$ cat config.mk
export PLATFORM = sky130hd
export DESIGN_NAME = brc_reset_ctrl
export DESIGN_NICKNAME = d
export VERILOG_FILES = /design/src/design/brc_pkg.sv /design/src/design/brc_reset_ctrl.sv
export SDC_FILE = /design/constraint.sdc
export NUM_CORES = 1
export LEC_CHECK = 0
export CAP_MARGIN = 10
export CELL_PAD_IN_SITES_DETAIL_PLACEMENT = 0
export CELL_PAD_IN_SITES_GLOBAL_PLACEMENT = 2
export CORE_MARGIN = 4
export CORE_UTILIZATION = 40
export CTS_CLUSTER_SIZE = 14
export DETAILED_ROUTE_END_ITERATION = 12
export DONT_BUFFER_PORTS = 1
export GPL_ROUTABILITY_DRIVEN = 1
export PLACE_DENSITY_LB_ADDON = 0.2
export SLEW_MARGIN = 25
export SYNTH_ARGS = -nofsm -noshare
export SYNTH_HDL_FRONTEND = slang
export SYNTH_SLANG_ARGS = --single-unit
$ cat constraint.sdc
create_clock -name clk_i -period 11.25 [get_ports clk_i]
set_input_delay 1.6875 -clock clk_i [delete_from_list [all_inputs] [get_ports clk_i]]
set_output_delay 1.6875 -clock clk_i [all_outputs]
set_load 0.01 [all_outputs]
$ cat src/design/brc_pkg.sv
// Package with constants, register map and carrier types for the bridge reset control
package brc_pkg;

    ////////////////////////////////////////////////////////////////////////////
    // Timing constants
    localparam int unsigned REF_CLK_KHZ      = 64000;                    // External reference rate
    localparam int unsigned SYS_CLK_KHZ      = 50000;                    // Core clock rate
    localparam int unsigned VME_RST_HOLD_MS  = 256;                      // SYSRST hold after last source
    localparam int unsigned PCI_RST_HOLD_MS  = 5;                        // Least local PCI reset width
    localparam int unsigned VME_RST_TICKS    = VME_RST_HOLD_MS * REF_CLK_KHZ; // Rounded up: exact
    localparam int unsigned PCI_RST_TICKS    = PCI_RST_HOLD_MS * REF_CLK_KHZ; // Rounded up: exact
    localparam int unsigned CNT_W            = 24;                       // Width of hold counters

    ////////////////////////////////////////////////////////////////////////////
    // Register indices on the local register port
    localparam logic [1:0] IDX_MISC_CONTROL  = 2'h0;
    localparam logic [1:0] IDX_CSR_BIT_CLEAR = 2'h1;
    localparam logic [1:0] IDX_CSR_BIT_SET   = 2'h2;

    // Field positions in misc_control
    localparam int unsigned MISC_SW_PCI_RST  = 0;                        // sw_pci_reset_bit
    localparam int unsigned MISC_SW_VME_RST  = 1;                        // sw_request_n_a_bit
    localparam int unsigned MISC_BUS64       = 8;                        // Read-only bus width status
    localparam int unsigned MISC_SYSCON      = 9;                        // Read-only system controller status

    // Field positions shared by csr_bit_set and csr_bit_clear
    localparam int unsigned CSR_FAIL         = 5;
    localparam int unsigned CSR_SYSFAIL      = 6;
    localparam int unsigned CSR_RESET        = 7;

    // Reset values
    localparam logic        SYSFAIL_RST      = 1'b0;
    localparam logic        FAIL_RST         = 1'b0;
    localparam logic        BOARD_RST_RST    = 1'b0;
    localparam logic [31:0] RDATA_RST        = 32'h0000_0000;

    ////////////////////////////////////////////////////////////////////////////
    // Carrier types
    typedef struct packed {
        logic por_n;                                                     // Power-on reset, low active
        logic pci_rst_n;                                                 // PCI reset input, low active
        logic vme_in_n;                                                  // VMEbus reset input, low active
        logic req_n;                                                     // VMEbus reset request, low active
        logic req64_n;                                                   // PCI 64-bit request pin
        logic bg3_n;                                                     // Bus grant 3 input
        logic ref_clk;                                                   // External 64 MHz reference
    } brc_pins_t;

    typedef struct packed {
        logic clk_srv;                                                   // Clock services group
        logic vme_srv;                                                   // Arbiter, timer, CSR, power-up machine
        logic gen_srv;                                                   // Most registers and state machines
    } brc_grp_t;

    typedef struct packed {
        logic        wr;                                                 // Write strobe
        logic        rd;                                                 // Read strobe
        logic [1:0]  idx;                                                // Register index
        logic [31:0] wdata;                                              // Write data
    } brc_req_t;

endpackage

$ cat src/design/brc_reset_ctrl.sv
// Reset sequencer of the bus bridge: source decode, output stretching, software reset bits
`timescale 1ns/100ps

module brc_reset_ctrl #(
    parameter int unsigned          OPT_W     = 32,                      // Number of power-up option pins
    parameter logic [brc_pkg::CNT_W-1:0] VME_HOLD = brc_pkg::CNT_W'(brc_pkg::VME_RST_TICKS),
    parameter logic [brc_pkg::CNT_W-1:0] PCI_HOLD = brc_pkg::CNT_W'(brc_pkg::PCI_RST_TICKS)
) (
    input  wire logic               clk_i,                               // 50 MHz core clock
    input  wire logic               sys_rst_i,                           // Async reset, high active
    input  wire brc_pkg::brc_pins_t pins_i,                              // Reset and strap pins
    input  wire logic [OPT_W-1:0]   option_pins_i,                       // Power-up option pins
    input  wire logic               trst_n_i,                            // JTAG test reset, low active
    input  wire brc_pkg::brc_req_t  req_i,                               // Local register request
    output logic [31:0]             rdata_o,                             // Read data, one cycle after rd
    output brc_pkg::brc_grp_t       grp_rst_o,                           // Internal group resets, high active
    output logic                    tap_rst_o,                           // TAP controller reset, high active
    output logic                    local_pci_reset_out_n_o,             // Local PCI reset, low active
    output logic                    vme_system_reset_out_o,              // VMEbus system reset drive
    output logic                    sysfail_out_o,                       // VMEbus SYSFAIL drive
    output logic [OPT_W-1:0]        options_o,                           // Active power-up options
    output logic                    bus64_o,                             // PCI bus width is 64 bit
    output logic                    syscon_en_o                          // System controller enabled
);

    ////////////////////////////////////////////////////////////////////////////
    // Pin synchronisers
    brc_pkg::brc_pins_t pin_meta_r;                                      // First stage, read by second only
    brc_pkg::brc_pins_t pin_sync_r;                                      // Second stage
    logic [OPT_W-1:0]   opt_meta_r;                                      // First stage of option pins
    logic [OPT_W-1:0]   opt_sync_r;                                      // Second stage of option pins
    logic               ref_prev_r;                                      // Reference level one cycle ago

    // Two flops ahead of any logic, pins are from outside this domain
    always_ff @(posedge clk_i or posedge sys_rst_i) begin
        if (sys_rst_i) begin
            pin_meta_r <= '1;
            pin_sync_r <= '1;
            opt_meta_r <= '0;
            opt_sync_r <= '0;
            ref_prev_r <= 1'b1;                                          // Same as synced level, no false tick
        end else begin
            pin_meta_r <= pins_i;
            pin_sync_r <= pin_meta_r;
            opt_meta_r <= option_pins_i;
            opt_sync_r <= opt_meta_r;
            ref_prev_r <= pin_sync_r.ref_clk;
        end
    end

    ////////////////////////////////////////////////////////////////////////////
    // Decoded reset sources
    wire por_act  = ~pin_sync_r.por_n;                                   // Power-on reset active
    wire pci_act  = ~pin_sync_r.pci_rst_n;                               // PCI reset input active
    wire vme_act  = ~pin_sync_r.vme_in_n;                                // VMEbus reset input active
    wire req_act  = ~pin_sync_r.req_n;                                   // VMEbus reset request active
    // Reference edge as a one-cycle enable; the reference is faster than clk_i,
    // so edges alias and hold times run long, never short, against the nominal figure
    wire ref_tick = pin_sync_r.ref_clk & ~ref_prev_r;

    // Register decode
    wire wr_misc  = req_i.wr & (req_i.idx == brc_pkg::IDX_MISC_CONTROL);
    wire wr_set   = req_i.wr & (req_i.idx == brc_pkg::IDX_CSR_BIT_SET);
    wire wr_clr   = req_i.wr & (req_i.idx == brc_pkg::IDX_CSR_BIT_CLEAR);

    // Software one-shots: writes of zero do nothing
    wire sw_pci_go = wr_misc & req_i.wdata[brc_pkg::MISC_SW_PCI_RST];
    wire sw_vme_go = wr_misc & req_i.wdata[brc_pkg::MISC_SW_VME_RST];

    ////////////////////////////////////////////////////////////////////////////
    // Internal group resets come from pins only; software reaches them only by loopback
    brc_pkg::brc_grp_t grp_nxt;

    assign grp_nxt.clk_srv = por_act;
    assign grp_nxt.vme_srv = por_act | vme_act;
    assign grp_nxt.gen_srv = por_act | pci_act | vme_act;

    // Registered group resets, asserted through async reset until the first clock edge
    always_ff @(posedge clk_i or posedge sys_rst_i) begin
        if (sys_rst_i) begin
            grp_rst_o <= '1;
        end else begin
            grp_rst_o <= grp_nxt;
        end
    end

    // TAP reset straight from the pin, no clock involved
    assign tap_rst_o = ~trst_n_i;

    ////////////////////////////////////////////////////////////////////////////
    // CSR latches: board reset, SYSFAIL and FAIL, all in the VMEbus services group
    logic board_rst_r;                                                   // Latched board reset request
    logic sysfail_r;                                                     // Latched SYSFAIL drive
    logic fail_r;                                                        // Board failure status flag
    logic board_rst_nxt;
    logic sysfail_nxt;
    logic fail_nxt;

    // Set register asserts, clear register negates; only the VMEbus services group reset overrides them
    assign board_rst_nxt = grp_nxt.vme_srv ? brc_pkg::BOARD_RST_RST :
                           (wr_set & req_i.wdata[brc_pkg::CSR_RESET]) ? 1'b1 :
                           (wr_clr & req_i.wdata[brc_pkg::CSR_RESET]) ? 1'b0 : board_rst_r;
    assign sysfail_nxt   = grp_nxt.vme_srv ? brc_pkg::SYSFAIL_RST :
                           (wr_set & req_i.wdata[brc_pkg::CSR_SYSFAIL]) ? 1'b1 :
                           (wr_clr & req_i.wdata[brc_pkg::CSR_SYSFAIL]) ? 1'b0 : sysfail_r;
    assign fail_nxt      = grp_nxt.vme_srv ? brc_pkg::FAIL_RST :
                           (wr_set & req_i.wdata[brc_pkg::CSR_FAIL]) ? 1'b1 :
                           (wr_clr & req_i.wdata[brc_pkg::CSR_FAIL]) ? 1'b0 : fail_r;

    // Latch update
    always_ff @(posedge clk_i or posedge sys_rst_i) begin
        if (sys_rst_i) begin
            board_rst_r <= brc_pkg::BOARD_RST_RST;
            sysfail_r   <= brc_pkg::SYSFAIL_RST;
            fail_r      <= brc_pkg::FAIL_RST;
        end else begin
            board_rst_r <= board_rst_nxt;
            sysfail_r   <= sysfail_nxt;
            fail_r      <= fail_nxt;
        end
    end

    ////////////////////////////////////////////////////////////////////////////
    // VMEbus system reset: sources and 256 ms hold on the reference
    logic [brc_pkg::CNT_W-1:0] vme_cnt_r;                                // Hold ticks left
    logic [brc_pkg::CNT_W-1:0] vme_cnt_nxt;
    logic                      vme_out_r;
    logic                      vme_out_nxt;

    wire vme_src = por_act | req_act | sw_vme_go;

    // Reload while a source stands, count down on reference ticks after
    assign vme_cnt_nxt = vme_src ? VME_HOLD :
                         (ref_tick && vme_cnt_r != '0) ? vme_cnt_r - 1'b1 : vme_cnt_r;
    assign vme_out_nxt = vme_src | (vme_cnt_r != '0);

    ////////////////////////////////////////////////////////////////////////////
    // Local PCI reset: stretched sources plus unstretched VMEbus input
    logic [brc_pkg::CNT_W-1:0] pci_cnt_r;                                // Stretch ticks left
    logic [brc_pkg::CNT_W-1:0] pci_cnt_nxt;
    logic                      pci_out_r;                                // High while PCI reset asserted
    logic                      pci_out_nxt;

    wire pci_src = por_act | sw_pci_go | board_rst_r;

    // Stretch applies to every source except the VMEbus reset input
    assign pci_cnt_nxt = pci_src ? PCI_HOLD :
                         (ref_tick && pci_cnt_r != '0) ? pci_cnt_r - 1'b1 : pci_cnt_r;
    // VMEbus input passes straight through; the request-to-PCI loop is the board's to break
    assign pci_out_nxt = pci_src | (pci_cnt_r != '0) | vme_act;

    // Counters and output flops
    always_ff @(posedge clk_i or posedge sys_rst_i) begin
        if (sys_rst_i) begin
            vme_cnt_r <= '0;
            vme_out_r <= 1'b1;
            pci_cnt_r <= '0;
            pci_out_r <= 1'b1;
        end else begin
            vme_cnt_r <= vme_cnt_nxt;
            vme_out_r <= vme_out_nxt;
            pci_cnt_r <= pci_cnt_nxt;
            pci_out_r <= pci_out_nxt;
        end
    end

    assign vme_system_reset_out_o  = vme_out_r;
    assign local_pci_reset_out_n_o = ~pci_out_r;
    assign sysfail_out_o           = sysfail_r;

    ////////////////////////////////////////////////////////////////////////////
    // Power-up options
    logic [OPT_W-1:0] opt_latch_r;                                       // Pin values caught at power-on
    logic [OPT_W-1:0] opt_r;                                             // Options in use
    logic             any_rst_r;                                         // Any reset active last cycle
    logic             bus64_r;
    logic             syscon_r;

    wire any_rst  = por_act | pci_act | vme_act;
    wire rst_done = any_rst_r & ~any_rst;                                // Release of the last source

    // Pins tracked during power-on, so the value at its release stays
    // Options loaded at release; non-power-on resets reuse the power-on latch
    always_ff @(posedge clk_i or posedge sys_rst_i) begin
        if (sys_rst_i) begin
            opt_latch_r <= '0;
            opt_r       <= '0;
            any_rst_r   <= 1'b0;
        end else begin
            any_rst_r <= any_rst;
            if (por_act) begin
                opt_latch_r <= opt_sync_r;
            end
            if (rst_done) begin
                opt_r <= por_act ? opt_sync_r : opt_latch_r;
            end
        end
    end

    // Bus width on every PCI reset, syscon on every VMEbus reset
    always_ff @(posedge clk_i or posedge sys_rst_i) begin
        if (sys_rst_i) begin
            bus64_r  <= 1'b0;
            syscon_r <= 1'b0;
        end else begin
            if (pci_act) begin
                bus64_r <= ~pin_sync_r.req64_n;
            end
            if (por_act | vme_act) begin
                syscon_r <= ~pin_sync_r.bg3_n;
            end
        end
    end

    assign options_o   = opt_r;
    assign bus64_o     = bus64_r;
    assign syscon_en_o = syscon_r;

    ////////////////////////////////////////////////////////////////////////////
    // Read path: software bits read zero, CSR reset and SYSFAIL bits show live output state, FAIL shows its flag
    logic [31:0] rd_misc;
    logic [31:0] rd_csr;
    logic [31:0] rd_mux;
    logic [31:0] rdata_r;

    // Misc control read image
    always_comb begin
        rd_misc = '0;
        rd_misc[brc_pkg::MISC_SW_PCI_RST] = 1'b0;
        rd_misc[brc_pkg::MISC_SW_VME_RST] = 1'b0;
        rd_misc[brc_pkg::MISC_BUS64]      = bus64_r;
        rd_misc[brc_pkg::MISC_SYSCON]     = syscon_r;
    end

    // Both CSR registers read the same image
    always_comb begin
        rd_csr = '0;
        rd_csr[brc_pkg::CSR_RESET]   = pci_out_r;
        rd_csr[brc_pkg::CSR_SYSFAIL] = sysfail_r;
        rd_csr[brc_pkg::CSR_FAIL]    = fail_r;
    end

    // Unmapped index reads zero
    assign rd_mux = (req_i.idx == brc_pkg::IDX_MISC_CONTROL)  ? rd_misc :
                    (req_i.idx == brc_pkg::IDX_CSR_BIT_SET)   ? rd_csr  :
                    (req_i.idx == brc_pkg::IDX_CSR_BIT_CLEAR) ? rd_csr  : '0;

    // Read data flop, holds until the next read
    always_ff @(posedge clk_i or posedge sys_rst_i) begin
        if (sys_rst_i) begin
            rdata_r <= brc_pkg::RDATA_RST;
        end else if (req_i.rd) begin
            rdata_r <= rd_mux;
        end
    end

    assign rdata_o = rdata_r;

endmodule

; ---- Word-level counts from Yosys, hierarchy flattened
; Cells that the tools add are included.
[totals]
ff_bits = 234
latch_bits = 0
mem_bits_rw = 0
mem_bits_ro = 0
in_bits = 78
word_cells = 97
mem_count = 0
[op_classes]
addsub = 2
multipliers = 0
div_mod_pow = 0
order_cmp = 0
eq_ne = 2
shift = 0
muxes = 17
n_bitwise = 33
n_reduce_logical = 10
[ops]
columns = operator, n
row1 = $mux W24, 4
row2 = $reduce_bool A24 Y1, 2
row3 = $sub A24 B1 Y24 const B, 2
row4 = $mux W32, 1
row5 = $mux W8, 2
row6 = $and A1 B1 Y1, 13
row7 = $mux W10, 1
row8 = $not A1 Y1, 10
row9 = $or A1 B1 Y1, 10
row10 = $mux W1, 9
row11 = $reduce_bool A3 Y1, 3
row12 = $reduce_bool A2 Y1, 2
row13 = $eq A2 B1 Y1 const B, 1
row14 = $eq A2 B2 Y1 const B, 1
row15 = $logic_and A1 B1 Y1, 2
row16 = $logic_not A2 Y1, 1

; ---- Longest topological paths before layout
[depth]
depth_word = 7
mapped_depth = 8

; ---- Worst setup path before layout
; Ideal clock, no wire load.
[synth_path]
path_kind = input to output
start = input port trst_n_i
end = output port tap_rst_o
arrival_time_ps = 1759
required_time_ps = 9562
slack_ps = 7804
stages = 1
n_path_buf = 0
cell_sequence = inv_1
[synth_between]
elab_chain_cells = 1
[synth_rtl]
columns = item, line
row1 = "start, declared", brc_reset_ctrl.sv:13  ; input wire logic trst_n_i,
row2 = $not A1 Y1, brc_reset_ctrl.sv:88  ; assign tap_rst_o = ~trst_n_i;
row3 = "end, declared", brc_reset_ctrl.sv:17  ; output logic tap_rst_o,
; No other way between the ends.

; ---- Worst setup path after layout
; Same ends and word-level chain as after synthesis.

==> qor.csv <==
metric;value;unit
status;finished, final reports clean;
CP top delay family;buffers and inverters;
number of global-route vias before repair;4654;
critical path endpoint category;output port;
Worst Reg2Reg Path Length in Cells;7;
P_leak;3.73;nW
Synth Cell Area;7980;um2
Worst-path clk slew;0.06;ns
wire per inst;16.6;um
initial core utilization;40.8;%
fmax;0.290;GHz
CTS Sinks;207;
pwr/cell area;198;nW/um2
Least-Margin Pin Slew;0.976;ns
final cycle utilization of the critical path;30.7;%
post-layout minimum cycle time;3.45;ns
Max Buffers Root-to-Sink;3;
yosys warns;0;
final slew viol count;0;
Syn Area/Cell;13.3;um2
final wirelength;14.8;mm
Max-slew headroom;34.9;%
clk_skew;0.0124;ns
hold_buf cts;0;
crit-path max FO;1;
Worst-Skew Late Latency;0.52;ns
worst path bufs/invs;1;
Final WS setup;7.80;ns
input/output buffers;0;
DRT Pass-1 Iters;4;
post-CTS sizing;0;
Max IR drop VDD;158;uV
Slowest-stage cell, CP;inv_1;
layout cell share with drive strength beyond 1;23.4;%
Post-CTS Setup Bufs;0;
final global-route overflow total;0;
number of synthesized register bits;207;
Post-synth ARST share;100;%
RSZ-0062 raised after global routing;no;
Via density;4.95;
Net Sw Frac;24.1;%
CTS Buf Count;23;
Die Span Y;149;um
Post-Synthesis Cells;599;
Ports;151;
worst r2r dst;vme_cnt_r[10]$_DFFE_PP0P_;
largest net degree at the start of global routing;139;
CP arrival;1.77;ns
nets;685;
Total Routing Usage GR;13.8;%
DIE AREA;22300;um2
post-DP HPWL;9.32;mm
Clk network pwr share;43.6;%
num rows;51;
pre-CTS setup slack;7.79;ns
internal power;0.00134;W
CP required;9.56;ns
Hold Path Depth;0;
Util after Layout;45.8;%
Area after DPL;8130;um2
Routability Congestion;0.805;
Worst Hold End;opt_sync_r[11]$_DFF_PP0_;
Reg power frac;49.0;%
drt first-iter violations;159;
crit-path max cell delay;0.08;ns
R2R Setup Slk;8.41;ns
CP Launch Type;primary input;
main flop type after synthesis;dfrtp_1;
Final setup viols;0;
Cell variety after synth;53;
DRC errors left;0;
maximum capacitance violations;0;
CTS tree;yes;
Final Instance Area;8930;um2
antenna viol nets, final;0;
Post-synth EDFFs;0;
H-tree levels;1;
first-pass GRT wire length;24.9;mm
critical path class;in2out;
combinational share of power;7.4;%
register area share after synthesis;65.3;%
vias;4392;
Core ar.;19500;um2
Layout area overhead;12.0;%
NetSw;0.000426;W
root buf cell;clkbuf_16;
setup_tns;0;ns
CP cell instances;inv_1;
hold crit path type;reg2reg;
chip width;149;um
initial antenna violation count;4;
Final Hold Fails;0;
origin of the worst min-delay path;opt_meta_r[11]$_DFF_PP0_;
R2R Path Start;vme_cnt_r[0]$_DFFE_PP0P_;
number of fillers in the final layout;1795;
-- final cells by class --
class                   count  area, um2  share of cell area [%]
multi-input cells         350       2500                    27.9
inverters                  17       71.3                   0.798
repair buffers              4       30.0                   0.336
flip-flops and latches    207       5200                    58.3
clock inverters            12        153                    1.71
clock buffers              30        642                    7.18
diodes                      2       5.00                  0.0560
well taps                 265        332                    3.71
-- worst max-delay path by stage --
stage	from	end	slack, ns	cells past startpoint
2_1_floorplan	sys_rst_i	any_rst_r$_DFF_PP0_	3.94	1
3_3_place_gp	trst_n_i	tap_rst_o	7.79	1
3_5_place_dp	trst_n_i	tap_rst_o	7.79	1
4_1_cts	trst_n_i	tap_rst_o	7.79	1
5_1_grt	trst_n_i	tap_rst_o	7.79	1
6_report	trst_n_i	tap_rst_o	7.80	1
-- cell usage after synthesis (all sizes together), types with 3 or more instances --
library cell  number  area (um2)
nand3             13        65.1
and3               4        25.0
dfstp             20         526
nand2             18        67.6
nor4              18         134
o211ai            13         113
dfrtp            187        4680
o22ai              3        18.8
ha                 4        50.1
a211oi             5        42.5
or2                5        31.3
and2               3        18.8
nor2              45         169
or3                6        37.5
and4               3        26.3
clkbuf            19        71.3
xor2              24         210
xnor2             15         131
a21oi             10        50.1
nand4             13        81.3
a31oi              3        18.8
inv               17        63.8
o21ai             15        78.8
mux2              64         721
buf               32         236
nor3              10        55.1
or4                8        67.6
-- worst register-to-register path, cell delays in order, from the launching register on --
cell      delay, ns
dfrtp_1        0.41
inv_1          0.10
ha_1           0.15
nor3b_1        0.60
nand4_1        0.75
o211ai_1       0.45
xor2_1         0.17
nor2_1         0.05
-- state kept, by name, indices dropped and copies added (netlist names), 3 cells and up --
| name | cells |
|---|---|
| pin_meta_r | 7 |
| pci_cnt_r | 24 |
| opt_meta_r | 32 |
| vme_cnt_r | 24 |
| opt_latch_r | 32 |
| options_o | 32 |
| rdata_o | 5 |
| pin_sync_r | 7 |
| opt_sync_r | 32 |
| grp_rst_o | 3 |
-- layer usage --
| metal | up-vias | part of all wire (%) | global-route usage (%) |
|---|---|---|---|
| li1 | 2058 | - | - |
| met1 | 2203 | 43 | 18.1 |
| met2 | 94 | 46 | 21.1 |
| met3 | 33 | 8.4 | 5.80 |
| met4 | 4 | 2.7 | 3.84 |
| met5 | - | 0.17 | 0 |
-- power by group through the flow --
| stage | Sequential (W) | Clock (W) | Combinational [W] |
|---|---|---|---|
| 5_1_grt | 0.000875 | 0.000833 | 0.000151 |
| 4_1_cts | 0.000868 | 0.000797 | 0.000135 |
| 6_report | 0.000866 | 0.000770 | 0.000131 |
| 2_1_floorplan | 0.000863 | 0 | 0.000122 |
| 3_3_place_gp | 0.000879 | 0 | 0.000131 |
| 3_5_place_dp | 0.000880 | 0 | 0.000134 |
-- logic make-up after synthesis --
group | count (synthesis) | synth area share, %
DFF | 207 | 65.3
and+or+nand+nor | 155 | 10.6
buffers and inverters | 68 | 4.66
muxes | 65 | 9.16
AOI/OAI and AO/OA | 60 | 5.32
xor gates and xnor gates | 39 | 4.28
adders and majority gates | 4 | 0.628
other | 1 | 0.0470
-- per-stage QoR --
step | total power [W] | hold slack, ns | cells
2_1_floorplan | 0.000985 | 0.331 | 625
3_3_place_gp | 0.00101 | 0.333 | 843
3_5_place_dp | 0.00101 | 0.335 | 843
4_1_cts | 0.00180 | 0.349 | 885
5_1_grt | 0.00186 | 0.354 | 886
6_report | 0.00177 | 0.346 | 887
-- cell usage in the layout, fill, tap and decap left out, types with 4 or more instances in the layout --
master / Yosys / routed
inv_1: 17 / 16
dfrtp_1: 187 / 187
nor2_1: 45 / 45
ha_1: 4 / 4
o21ai_0: 12 / 12
o211ai_1: 10 / 10
and3_1: 4 / 4
nor3_1: 9 / 9
or2_2: 5 / 5
buf_4: 27 / 4
or4_1: 6 / 6
a211oi_1: 4 / 4
mux2_2: 64 / 64
nor4_1: 16 / 16
xnor2_1: 15 / 15
xor2_1: 24 / 24
or3_1: 6 / 6
clkbuf_16: 0 / 23
a21oi_1: 10 / 10
nand3_1: 13 / 13
clkinv_2: 0 / 7
nand2_1: 18 / 18
clkbuf_8: 0 / 4
conb_1: 1 / 27
dfstp_2: 20 / 20
nand4_1: 13 / 13
No activity file was read; power rests on OpenSTA's default activity.
